[config.mk]
export PLATFORM = sky130hd
export DESIGN_NAME = iso_int_regs
export DESIGN_NICKNAME = d
export VERILOG_FILES = /design/src/rtl/sync_edge.v /design/src/rtl/set_clear_bits.v /design/src/rtl/iso_int_regs.v
export VERILOG_INCLUDE_DIRS = /design/src /design/src/rtl
export SDC_FILE = /design/constraint.sdc
export NUM_CORES = 1
export LEC_CHECK = 0
export BUFFER_PORTS_ARGS = -buffer_cell sky130_fd_sc_hd__clkbuf_2
export CORE_ASPECT_RATIO = 1.4
export CORE_MARGIN = 8
export CORE_UTILIZATION = 50
export CTS_CLUSTER_DIAMETER = 100
export CTS_CLUSTER_SIZE = 10
export DETAILED_ROUTE_END_ITERATION = 16
export PLACE_DENSITY_LB_ADDON = 0.2
export SYNTH_ARGS = -nofsm -noshare
export SYNTH_HDL_FRONTEND = slang
export SYNTH_SLANG_ARGS = --single-unit
export TNS_END_PERCENT = 5
[constraint.sdc]
create_clock -name core_clk_in -period 1.6 [get_ports core_clk_in]
set_input_delay 0 -clock core_clk_in [delete_from_list [all_inputs] [get_ports core_clk_in]]
set_output_delay 0 -clock core_clk_in [all_outputs]
set_load 0.01 [all_outputs]
[src/rtl/iso_int_defs.vh]
// constants and layout for the isochronous interrupt and bus init register bank
// Summary of operation
// - tx mask reads same at set/clear
// - tx mask bit gates matching tx event
// - tx event bits 7..0, upper reserved
// - tx summary feeds main event bit 6
// - rx completion with interrupt raises event
// - rx event set by edge or write-one
// - rx event cleared only by clear write
// - rx clear address reads event AND mask
// - rx event bits 3..0, upper zero
// - rx summary feeds main event bit 7
// - rx mask per context, reads at both
// - bandwidth field 13 bits, reset 1333h
// - bandwidth bits 31..13 read zero
// - bandwidth copied to CSR on resets except secondary
// - high channels 32 bits, reset ones
// - high channels copied to CSR on resets
`ifndef ISO_INT_DEFS_VH
`define ISO_INT_DEFS_VH
`define OFS_TX_EVT_SET     8'h90
`define OFS_TX_EVT_CLR     8'h94
`define OFS_TX_MASK_SET    8'h98
`define OFS_TX_MASK_CLR    8'h9c
`define OFS_RX_EVT_SET     8'ha0
`define OFS_RX_EVT_CLR     8'ha4
`define OFS_RX_MASK_SET    8'ha8
`define OFS_RX_MASK_CLR    8'hac
`define OFS_INIT_BW        8'hb0
`define OFS_INIT_CHAN_HI   8'hb4
`define OFS_IRQ_STATUS     8'hc0
`define OFS_IRQ_ENABLE     8'hc4
`define OFS_IRQ_CLEAR      8'hc8
`define TX_CTX_NUM         8
`define RX_CTX_NUM         4
`define BW_WIDTH           13
`define BW_RESET           13'h1333
`define CHAN_HI_RESET      32'hffff_ffff
`define MAIN_TX_BIT        6
`define MAIN_RX_BIT        7
`define IRQ_BIT_TX         0
`define IRQ_BIT_RX         1
`define IRQ_BIT_BUSRST     2
`endif

[src/rtl/sync_edge.v]
// two-flop synchroniser with rising-edge pulse for a group of pins
`timescale 1ns/100ps
module sync_edge #(
  parameter W = 4
) (
  input  wire         core_clk_in,  // clock
  input  wire         rst_b_in,     // async reset, active low
  input  wire [W-1:0] async_in,     // raw pins
  output wire [W-1:0] level_out,    // synchronised level
  output wire [W-1:0] rise_out      // one-cycle pulse on rising edge
);
  reg [W-1:0] meta_reg;
  reg [W-1:0] sync_reg;
  reg [W-1:0] last_reg;
  always @(posedge core_clk_in or negedge rst_b_in) begin
    if (!rst_b_in) begin
      meta_reg <= {W{1'b0}};
      sync_reg <= {W{1'b0}};
      last_reg <= {W{1'b0}};
    end else begin
      meta_reg <= async_in;
      sync_reg <= meta_reg;
      last_reg <= sync_reg;
    end
  end
  assign level_out = sync_reg;
  assign rise_out  = sync_reg & ~last_reg;
endmodule // sync_edge

[src/rtl/set_clear_bits.v]
// bit vector with write-one-to-set, write-one-to-clear and hardware set
`timescale 1ns/100ps
module set_clear_bits #(
  parameter W = 8
) (
  input  wire         core_clk_in,  // clock
  input  wire         rst_b_in,     // async reset, active low
  input  wire [W-1:0] hw_set_in,    // hardware set pulses
  input  wire [W-1:0] sw_set_in,    // software write-one-to-set
  input  wire [W-1:0] sw_clr_in,    // software write-one-to-clear
  output reg  [W-1:0] bits_out      // stored bits
);
  // set wins over clear so an event landing on a clear is not lost
  always @(posedge core_clk_in or negedge rst_b_in) begin
    if (!rst_b_in) begin
      bits_out <= {W{1'b0}};
    end else begin
      bits_out <= (bits_out & ~sw_clr_in) | sw_set_in | hw_set_in;
    end
  end
endmodule // set_clear_bits

[src/rtl/iso_int_regs.v]
// isochronous context interrupt event/mask registers and bus init values
`timescale 1ns/100ps
`include "iso_int_defs.vh"
module iso_int_regs (
  input  wire        core_clk_in,            // 100 MHz clock
  input  wire        rst_b_in,               // async reset, active low (system/software)
  input  wire [7:0]  addr_in,                // byte address
  input  wire [31:0] wdata_in,               // write data
  input  wire        wr_in,                  // write strobe
  input  wire        rd_in,                  // read strobe
  output reg  [31:0] rdata_out,              // read data, cycle after rd_in
  input  wire [7:0]  tx_ctx_int_in,          // tx context interrupt signals, async
  input  wire [3:0]  rx_ctx_int_in,          // rx context interrupt signals, async
  input  wire        bus_reset_in,           // 1394 bus reset, async level
  input  wire        global_reset_pin_in,    // global reset request, async level
  input  wire        perst_in,               // fundamental reset request, async level
  input  wire        secondary_reset_pin_in, // secondary reset request, async level
  output reg         tx_ctx_summary_int_out, // aggregate tx to main event bit 6
  output reg         rx_ctx_summary_int_out, // aggregate rx to main event bit 7
  output reg  [15:0] bw_avail_csr_out,       // bandwidth available CSR
  output reg  [31:0] chan_avail_hi_csr_out,  // channels available high CSR
  output reg         irq_out                 // level interrupt
);
  wire [7:0]  tx_rise;
  wire [3:0]  rx_rise;
  wire [31:0] tx_evt_set_data;
  wire [31:0] tx_mask_set_data;
  wire [31:0] tx_mask_clr_data;
  wire [31:0] rx_evt_set_data;
  wire [31:0] rx_evt_clr_data;
  wire [31:0] rx_mask_set_data;
  wire [31:0] rx_mask_clr_data;
  wire [3:0]  rst_rise;
  wire [7:0]  tx_evt;
  wire [7:0]  tx_mask;
  wire [3:0]  rx_evt;
  wire [3:0]  rx_mask;
  reg  [12:0] bw_reg;
  reg  [31:0] chan_hi_reg;
  reg  [2:0]  irq_stat_reg;
  reg  [2:0]  irq_en_reg;
  reg  [2:0]  irq_stat_next;
  reg  [31:0] rdata_next;
  reg         load_pend_reg;

  function [31:0] wsel;
    input [7:0] a;
    input [7:0] ofs;
    input       wr;
    input [31:0] d;
    begin
      wsel = (wr && (a == ofs)) ? d : 32'h0000_0000;
    end
  endfunction

  // per-address write data, zero unless this cycle writes that address
  assign tx_evt_set_data  = wsel(addr_in, `OFS_TX_EVT_SET, wr_in, wdata_in);
  assign tx_mask_set_data = wsel(addr_in, `OFS_TX_MASK_SET, wr_in, wdata_in);
  assign tx_mask_clr_data = wsel(addr_in, `OFS_TX_MASK_CLR, wr_in, wdata_in);
  assign rx_evt_set_data  = wsel(addr_in, `OFS_RX_EVT_SET, wr_in, wdata_in);
  assign rx_evt_clr_data  = wsel(addr_in, `OFS_RX_EVT_CLR, wr_in, wdata_in);
  assign rx_mask_set_data = wsel(addr_in, `OFS_RX_MASK_SET, wr_in, wdata_in);
  assign rx_mask_clr_data = wsel(addr_in, `OFS_RX_MASK_CLR, wr_in, wdata_in);

  sync_edge #(.W(8)) u_tx_sync (
    .core_clk_in (core_clk_in),
    .rst_b_in    (rst_b_in),
    .async_in    (tx_ctx_int_in),
    .level_out   (),
    .rise_out    (tx_rise)
  );
  sync_edge #(.W(4)) u_rx_sync (
    .core_clk_in (core_clk_in),
    .rst_b_in    (rst_b_in),
    .async_in    (rx_ctx_int_in),
    .level_out   (),
    .rise_out    (rx_rise)
  );
  sync_edge #(.W(4)) u_rst_sync (
    .core_clk_in (core_clk_in),
    .rst_b_in    (rst_b_in),
    .async_in    ({secondary_reset_pin_in, perst_in, global_reset_pin_in, bus_reset_in}),
    .level_out   (),
    .rise_out    (rst_rise)
  );

  // tx events set by context edges or the set address
  set_clear_bits #(.W(8)) u_tx_evt (
    .core_clk_in (core_clk_in),
    .rst_b_in    (rst_b_in),
    .hw_set_in   (tx_rise),
    .sw_set_in   (tx_evt_set_data[7:0]),
    .sw_clr_in   (8'h00),
    .bits_out    (tx_evt)
  );
  set_clear_bits #(.W(8)) u_tx_mask (
    .core_clk_in (core_clk_in),
    .rst_b_in    (rst_b_in),
    .hw_set_in   (8'h00),
    .sw_set_in   (tx_mask_set_data[7:0]),
    .sw_clr_in   (tx_mask_clr_data[7:0]),
    .bits_out    (tx_mask)
  );
  set_clear_bits #(.W(4)) u_rx_evt (
    .core_clk_in (core_clk_in),
    .rst_b_in    (rst_b_in),
    .hw_set_in   (rx_rise),
    .sw_set_in   (rx_evt_set_data[3:0]),
    .sw_clr_in   (rx_evt_clr_data[3:0]),
    .bits_out    (rx_evt)
  );
  set_clear_bits #(.W(4)) u_rx_mask (
    .core_clk_in (core_clk_in),
    .rst_b_in    (rst_b_in),
    .hw_set_in   (4'h0),
    .sw_set_in   (rx_mask_set_data[3:0]),
    .sw_clr_in   (rx_mask_clr_data[3:0]),
    .bits_out    (rx_mask)
  );

  always @(posedge core_clk_in or negedge rst_b_in) begin
    if (!rst_b_in) begin
      bw_reg      <= `BW_RESET;
      chan_hi_reg <= `CHAN_HI_RESET;
    end else if (wr_in) begin
      if (addr_in == `OFS_INIT_BW)
        bw_reg <= wdata_in[12:0];
      if (addr_in == `OFS_INIT_CHAN_HI)
        chan_hi_reg <= wdata_in;
    end
  end

  // csr loads: pending after reset release, and on any reset request edge; bandwidth skips the secondary reset edge
  always @(posedge core_clk_in or negedge rst_b_in) begin
    if (!rst_b_in) begin
      load_pend_reg         <= 1'b1;
      bw_avail_csr_out      <= 16'h0000;
      chan_avail_hi_csr_out <= 32'h0000_0000;
    end else begin
      load_pend_reg <= 1'b0;
      if (load_pend_reg || (|rst_rise[2:0]))
        bw_avail_csr_out <= {3'b000, bw_reg};
      if (load_pend_reg || (|rst_rise))
        chan_avail_hi_csr_out <= chan_hi_reg;
    end
  end

  always @(posedge core_clk_in or negedge rst_b_in) begin
    if (!rst_b_in) begin
      tx_ctx_summary_int_out <= 1'b0;
      rx_ctx_summary_int_out <= 1'b0;
    end else begin
      tx_ctx_summary_int_out <= |(tx_evt & tx_mask);
      rx_ctx_summary_int_out <= |(rx_evt & rx_mask);
    end
  end

  always @* begin
    irq_stat_next = irq_stat_reg;
    if (wr_in && addr_in == `OFS_IRQ_CLEAR)
      irq_stat_next = irq_stat_next & ~wdata_in[2:0];
    irq_stat_next[`IRQ_BIT_TX]     = irq_stat_next[`IRQ_BIT_TX] | (|(tx_rise & tx_mask));
    irq_stat_next[`IRQ_BIT_RX]     = irq_stat_next[`IRQ_BIT_RX] | (|(rx_rise & rx_mask));
    irq_stat_next[`IRQ_BIT_BUSRST] = irq_stat_next[`IRQ_BIT_BUSRST] | rst_rise[0];
  end

  always @(posedge core_clk_in or negedge rst_b_in) begin
    if (!rst_b_in) begin
      irq_stat_reg <= 3'b000;
      irq_en_reg   <= 3'b000;
      irq_out      <= 1'b0;
    end else begin
      irq_stat_reg <= irq_stat_next;
      if (wr_in && addr_in == `OFS_IRQ_ENABLE)
        irq_en_reg <= wdata_in[2:0];
      irq_out <= |(irq_stat_next & irq_en_reg);
    end
  end

  always @* begin
    case (addr_in)
      `OFS_TX_EVT_SET:   rdata_next = {24'h00_0000, tx_evt};
      `OFS_TX_EVT_CLR:   rdata_next = {24'h00_0000, tx_evt & tx_mask};
      `OFS_TX_MASK_SET,
      `OFS_TX_MASK_CLR:  rdata_next = {24'h00_0000, tx_mask};
      `OFS_RX_EVT_SET:   rdata_next = {28'h000_0000, rx_evt};
      `OFS_RX_EVT_CLR:   rdata_next = {28'h000_0000, rx_evt & rx_mask};
      `OFS_RX_MASK_SET,
      `OFS_RX_MASK_CLR:  rdata_next = {28'h000_0000, rx_mask};
      `OFS_INIT_BW:      rdata_next = {19'h0_0000, bw_reg};
      `OFS_INIT_CHAN_HI: rdata_next = chan_hi_reg;
      `OFS_IRQ_STATUS:   rdata_next = {29'h0000_0000, irq_stat_reg};
      `OFS_IRQ_ENABLE:   rdata_next = {29'h0000_0000, irq_en_reg};
      default:           rdata_next = 32'h0000_0000;
    endcase
  end

  always @(posedge core_clk_in or negedge rst_b_in) begin
    if (!rst_b_in)
      rdata_out <= 32'h0000_0000;
    else if (rd_in)
      rdata_out <= rdata_next;
    else
      rdata_out <= 32'h0000_0000;
  end
endmodule // iso_int_regs

==> results.sh <==
export IMPL_gp_congestion=0.878
export IMPL_synth_avg_cell_area_um2=14.5
export IMPL_antenna_left=0
export IMPL_cap_violations=0
export IMPL_cpMaxStageDelayCell="dfrtp_1"
export IMPL_p_total_mw=11.4
export IMPL_violations="setup timing"
export IMPL_cts_buffers=24
export IMPL_synth_edff_count=0
export IMPL_fillers=1162
export IMPL_p_per_area_nw_per_um2=1090
export IMPL_drc_errors=0
export IMPL_routed_via_density=5.42
export IMPL_crit_chain="nor2b_4, a2111oi_4, buf_4, o21ai_4, buf_12, mux2_4"
export IMPL_end_kind="flop"
export IMPL_rsz0062_at_grt="yes"
export IMPL_initial_core_util=0.513
export IMPL_multi_input_area_um2=2660
export IMPL_instances_no_fill=994
export IMPL_grt_pass1_vias=6106
export IMPL_fin_crit_sh=1.01
export IMPL_core_area_um2=15600
export IMPL_die_w_um=123
export IMPL_insertion_delay_ns=0.50
export IMPL_tritoncts="done"
export IMPL_dr_pass1_iters=4
export IMPL_grt_overflow_total=0
export IMPL_rows=54
export IMPL_final_max_slew_viol_count=0
export IMPL_root_buffer="clkbuf_16"
export IMPL_synth_seq_cells=204
export IMPL_critPathTopFamily="flip-flops"
export IMPL_place_inst=897
export IMPL_pwr_share_clk=0.428
export IMPL_netlist_area_leader_share=0.513
export IMPL_grt_pass1_wl_um=33000
export IMPL_r2r_start="u_rst_sync.level_out[0]"
export IMPL_grt_total_usage=0.206
export IMPL_yosys_warnings=0
export IMPL_final_area_um2=10400
export IMPL_grt_max_degree=46
export IMPL_place_ws_ns=-0.107
export IMPL_diodes=0
export IMPL_relSlewSlack=0.665
export IMPL_grt_antenna_before_repair=0
export IMPL_place_hpwl_um=14400
export IMPL_p_switching_mw=2.57
export IMPL_nNetsFinal=841
export IMPL_ir_drop_mv=1.01
export IMPL_clockBufferDepth=3
export IMPL_syn_area_um2=8000
export IMPL_synth_cells=550
export IMPL_rr_endpoint="chan_avail_hi_csr_out[2]"
export IMPL_reg2reg_depth=6
export IMPL_crit_type="reg -> reg"
export IMPL_synth_top_cell_by_area="dfrtp_1"
export IMPL_setup_viol=12
export IMPL_port_buffers=139
export IMPL_routedWlPerCell_um=20.7
export IMPL_seq_area_um2=5150
export IMPL_ys_types=54
export IMPL_start_kind="flop"
export IMPL_worst_pin_slew_ns=0.496
export IMPL_cp_max_fo=14
export IMPL_ys_seq_area_frac=0.644
export IMPL_hold_viol=0
export IMPL_internal_power_mw=8.79
export IMPL_critical_path_max_stage_delay_ns=0.38
export IMPL_routed_wl_um=20600
export IMPL_ios=143
export IMPL_vias=5387
export IMPL_p_leak_nw=5.16
export IMPL_hold_path_class="in -> reg"
export IMPL_max_freq_mhz=616
export IMPL_cts_sinks=204
export IMPL_skew_ns=0.00998
export IMPL_path_depth=6
export IMPL_sw_frac_of_total=0.226
export IMPL_async_reset_ff_frac=1.00
export IMPL_drt_iter0_markers=372
export IMPL_worstSetupEndpoint="chan_avail_hi_csr_out[2]"
export IMPL_syn2layout_area_growth_pct=30.6
export IMPL_rrSetupSlack_ns=-0.02
export IMPL_status="complete, but fails checks"
export IMPL_placed_area_um2=9210
export IMPL_critPathLaunch="u_rst_sync.level_out[0]"
export IMPL_synthFlopType="dfrtp_1"
export IMPL_synthTopCellsByArea="dfrtp_1 51%, dfstp_2 13%, mux2_2 7.6%"
export IMPL_die_h_um=166
export IMPL_critPathBufInv=2
export IMPL_timing_final_crit_period_ns=1.62
export IMPL_cp_arrival_ns=2.00
export IMPL_seq_power_share=0.491
export IMPL_path_clk_slew_ns=0.06
export IMPL_htree_levels=1
export IMPL_worst_ep_required_time_ns=1.98
export IMPL_fin_ws_ns=-0.0225
export IMPL_dieArea_um2=20400
export IMPL_power_frac_comb=0.081
export IMPL_layout_drive_gt1_share=0.432
[worst register-to-register path: stages (launching register included)]
cell	delay, ns
dfrtp_1	0.38
nor2b_4	0.14
a2111oi_4	0.25
buf_4	0.19
o21ai_4	0.08
buf_12	0.16
mux2_4	0.30
[metal layers]
metal  share of wire  GRT usage  routed length (um)
met1            0.40      0.246                8150
met2            0.51      0.356               10600
met3           0.065     0.0388                1340
met4           0.027     0.0761                 556
met5               0          0                   0
[worst min path at each step]
stage,from,to,cells after the start
4_1_cts,addr_in[7],rdata_out[2],3
3_5_place_dp,rst_b_in,u_tx_sync.level_out[5],1
6_report,addr_in[7],rdata_out[2],3
3_3_place_gp,rst_b_in,u_tx_evt.bits_out[7],1
2_1_floorplan,rst_b_in,bw_avail_csr_out[0],0
5_1_grt,addr_in[7],rdata_out[2],3
[logic make-up after synthesis]
| logic type | share of synthesized area |
|---|---|
| DFF | 0.644 |
| and+or+nand+nor | 0.0863 |
| other | 0.000469 |
| buffers and inverters | 0.0278 |
| muxes | 0.165 |
| AOI/OAI and AO/OA | 0.0754 |
[placed cells by master (no fill, tap or decap), drive strengths merged, types with 3 or more instances in the layout]
cell / count
nand4: 5
a21o: 3
a32oi: 3
dfrtp: 164
dfstp: 40
and2: 8
clkbuf: 181
nor2b: 12
a22o: 4
inv: 8
o21ai: 5
o221ai: 3
dlygate4sd3: 51
a221o: 11
and3: 22
nand2: 38
buf: 44
a21oi: 9
nor2: 14
mux2i: 4
mux2: 104
a22oi: 16
a41oi: 3
a211o: 5
conb: 4
nand3: 10
[final cells by class]
class | instances | area share
clock inverter | 1 | 0.000839
sequential | 204 | 0.494
multi-input combinational | 309 | 0.254
inverter | 8 | 0.00287
clock buffer | 42 | 0.0660
timing repair buffer | 234 | 0.159
tap | 196 | 0.0235
[timing repair]
| item | in CTS | in global routing |
|---|---|---|
| resized for setup | 2 | 0 |
| cloned | 1 | 0 |
| pin swaps | 1 | 2 |
| endpoints found under the setup margin | 46 | 46 |
| setup buffers | 1 | 1 |
| endpoints found under the hold margin | 258 | 0 |
| hold buffers | 51 | 0 |
[power groups by stage]
stage                     clock (mW)  combinational (mW)  sequential, mW
after floorplan                    0               0.351            5.65
after global placement             0               0.795            5.66
after detailed placement           0               0.819            5.67
after CTS                       4.98               0.931            5.58
after global routing            5.17                1.01            5.61
final                           4.86               0.922            5.58
[synthesized netlist by cell type, types with 3 or more instances]
cell type    n
o21ai_0      4
dfrtp_1    164
and2_1       8
and3_1      22
inv_1        7
nand3_1     10
a211o_1      5
mux2_2      54
a32oi_1      3
o221ai_1     3
mux2i_1      4
a41oi_1      3
buf_2       10
a221o_1     11
nand2_1     36
buf_6        5
nand4_1      5
a22oi_1     16
nor2_1      14
clkbuf_1    11
mux2_1      20
a21o_1       3
buf_4        6
a21oi_1      9
mux2_4      30
nor2b_1     11
a22o_1       4
dfstp_2     40
[metrics by stage]
| step | setup TNS (ns) | hold WS [ns] | utilization |
|---|---|---|---|
| after floorplan | -1.40 | -0.296 | - |
| after global placement | -0.867 | -0.0210 | 0.590 |
| after detailed placement | -2.62 | -0.0153 | 0.590 |
| after CTS | -0.189 | 0.00169 | 0.669 |
| after global routing | -3.21 | 0.0285 | 0.669 |
| final | -0.0760 | 0.0144 | 0.669 |
No activity file was read; power rests on OpenSTA's default activity.
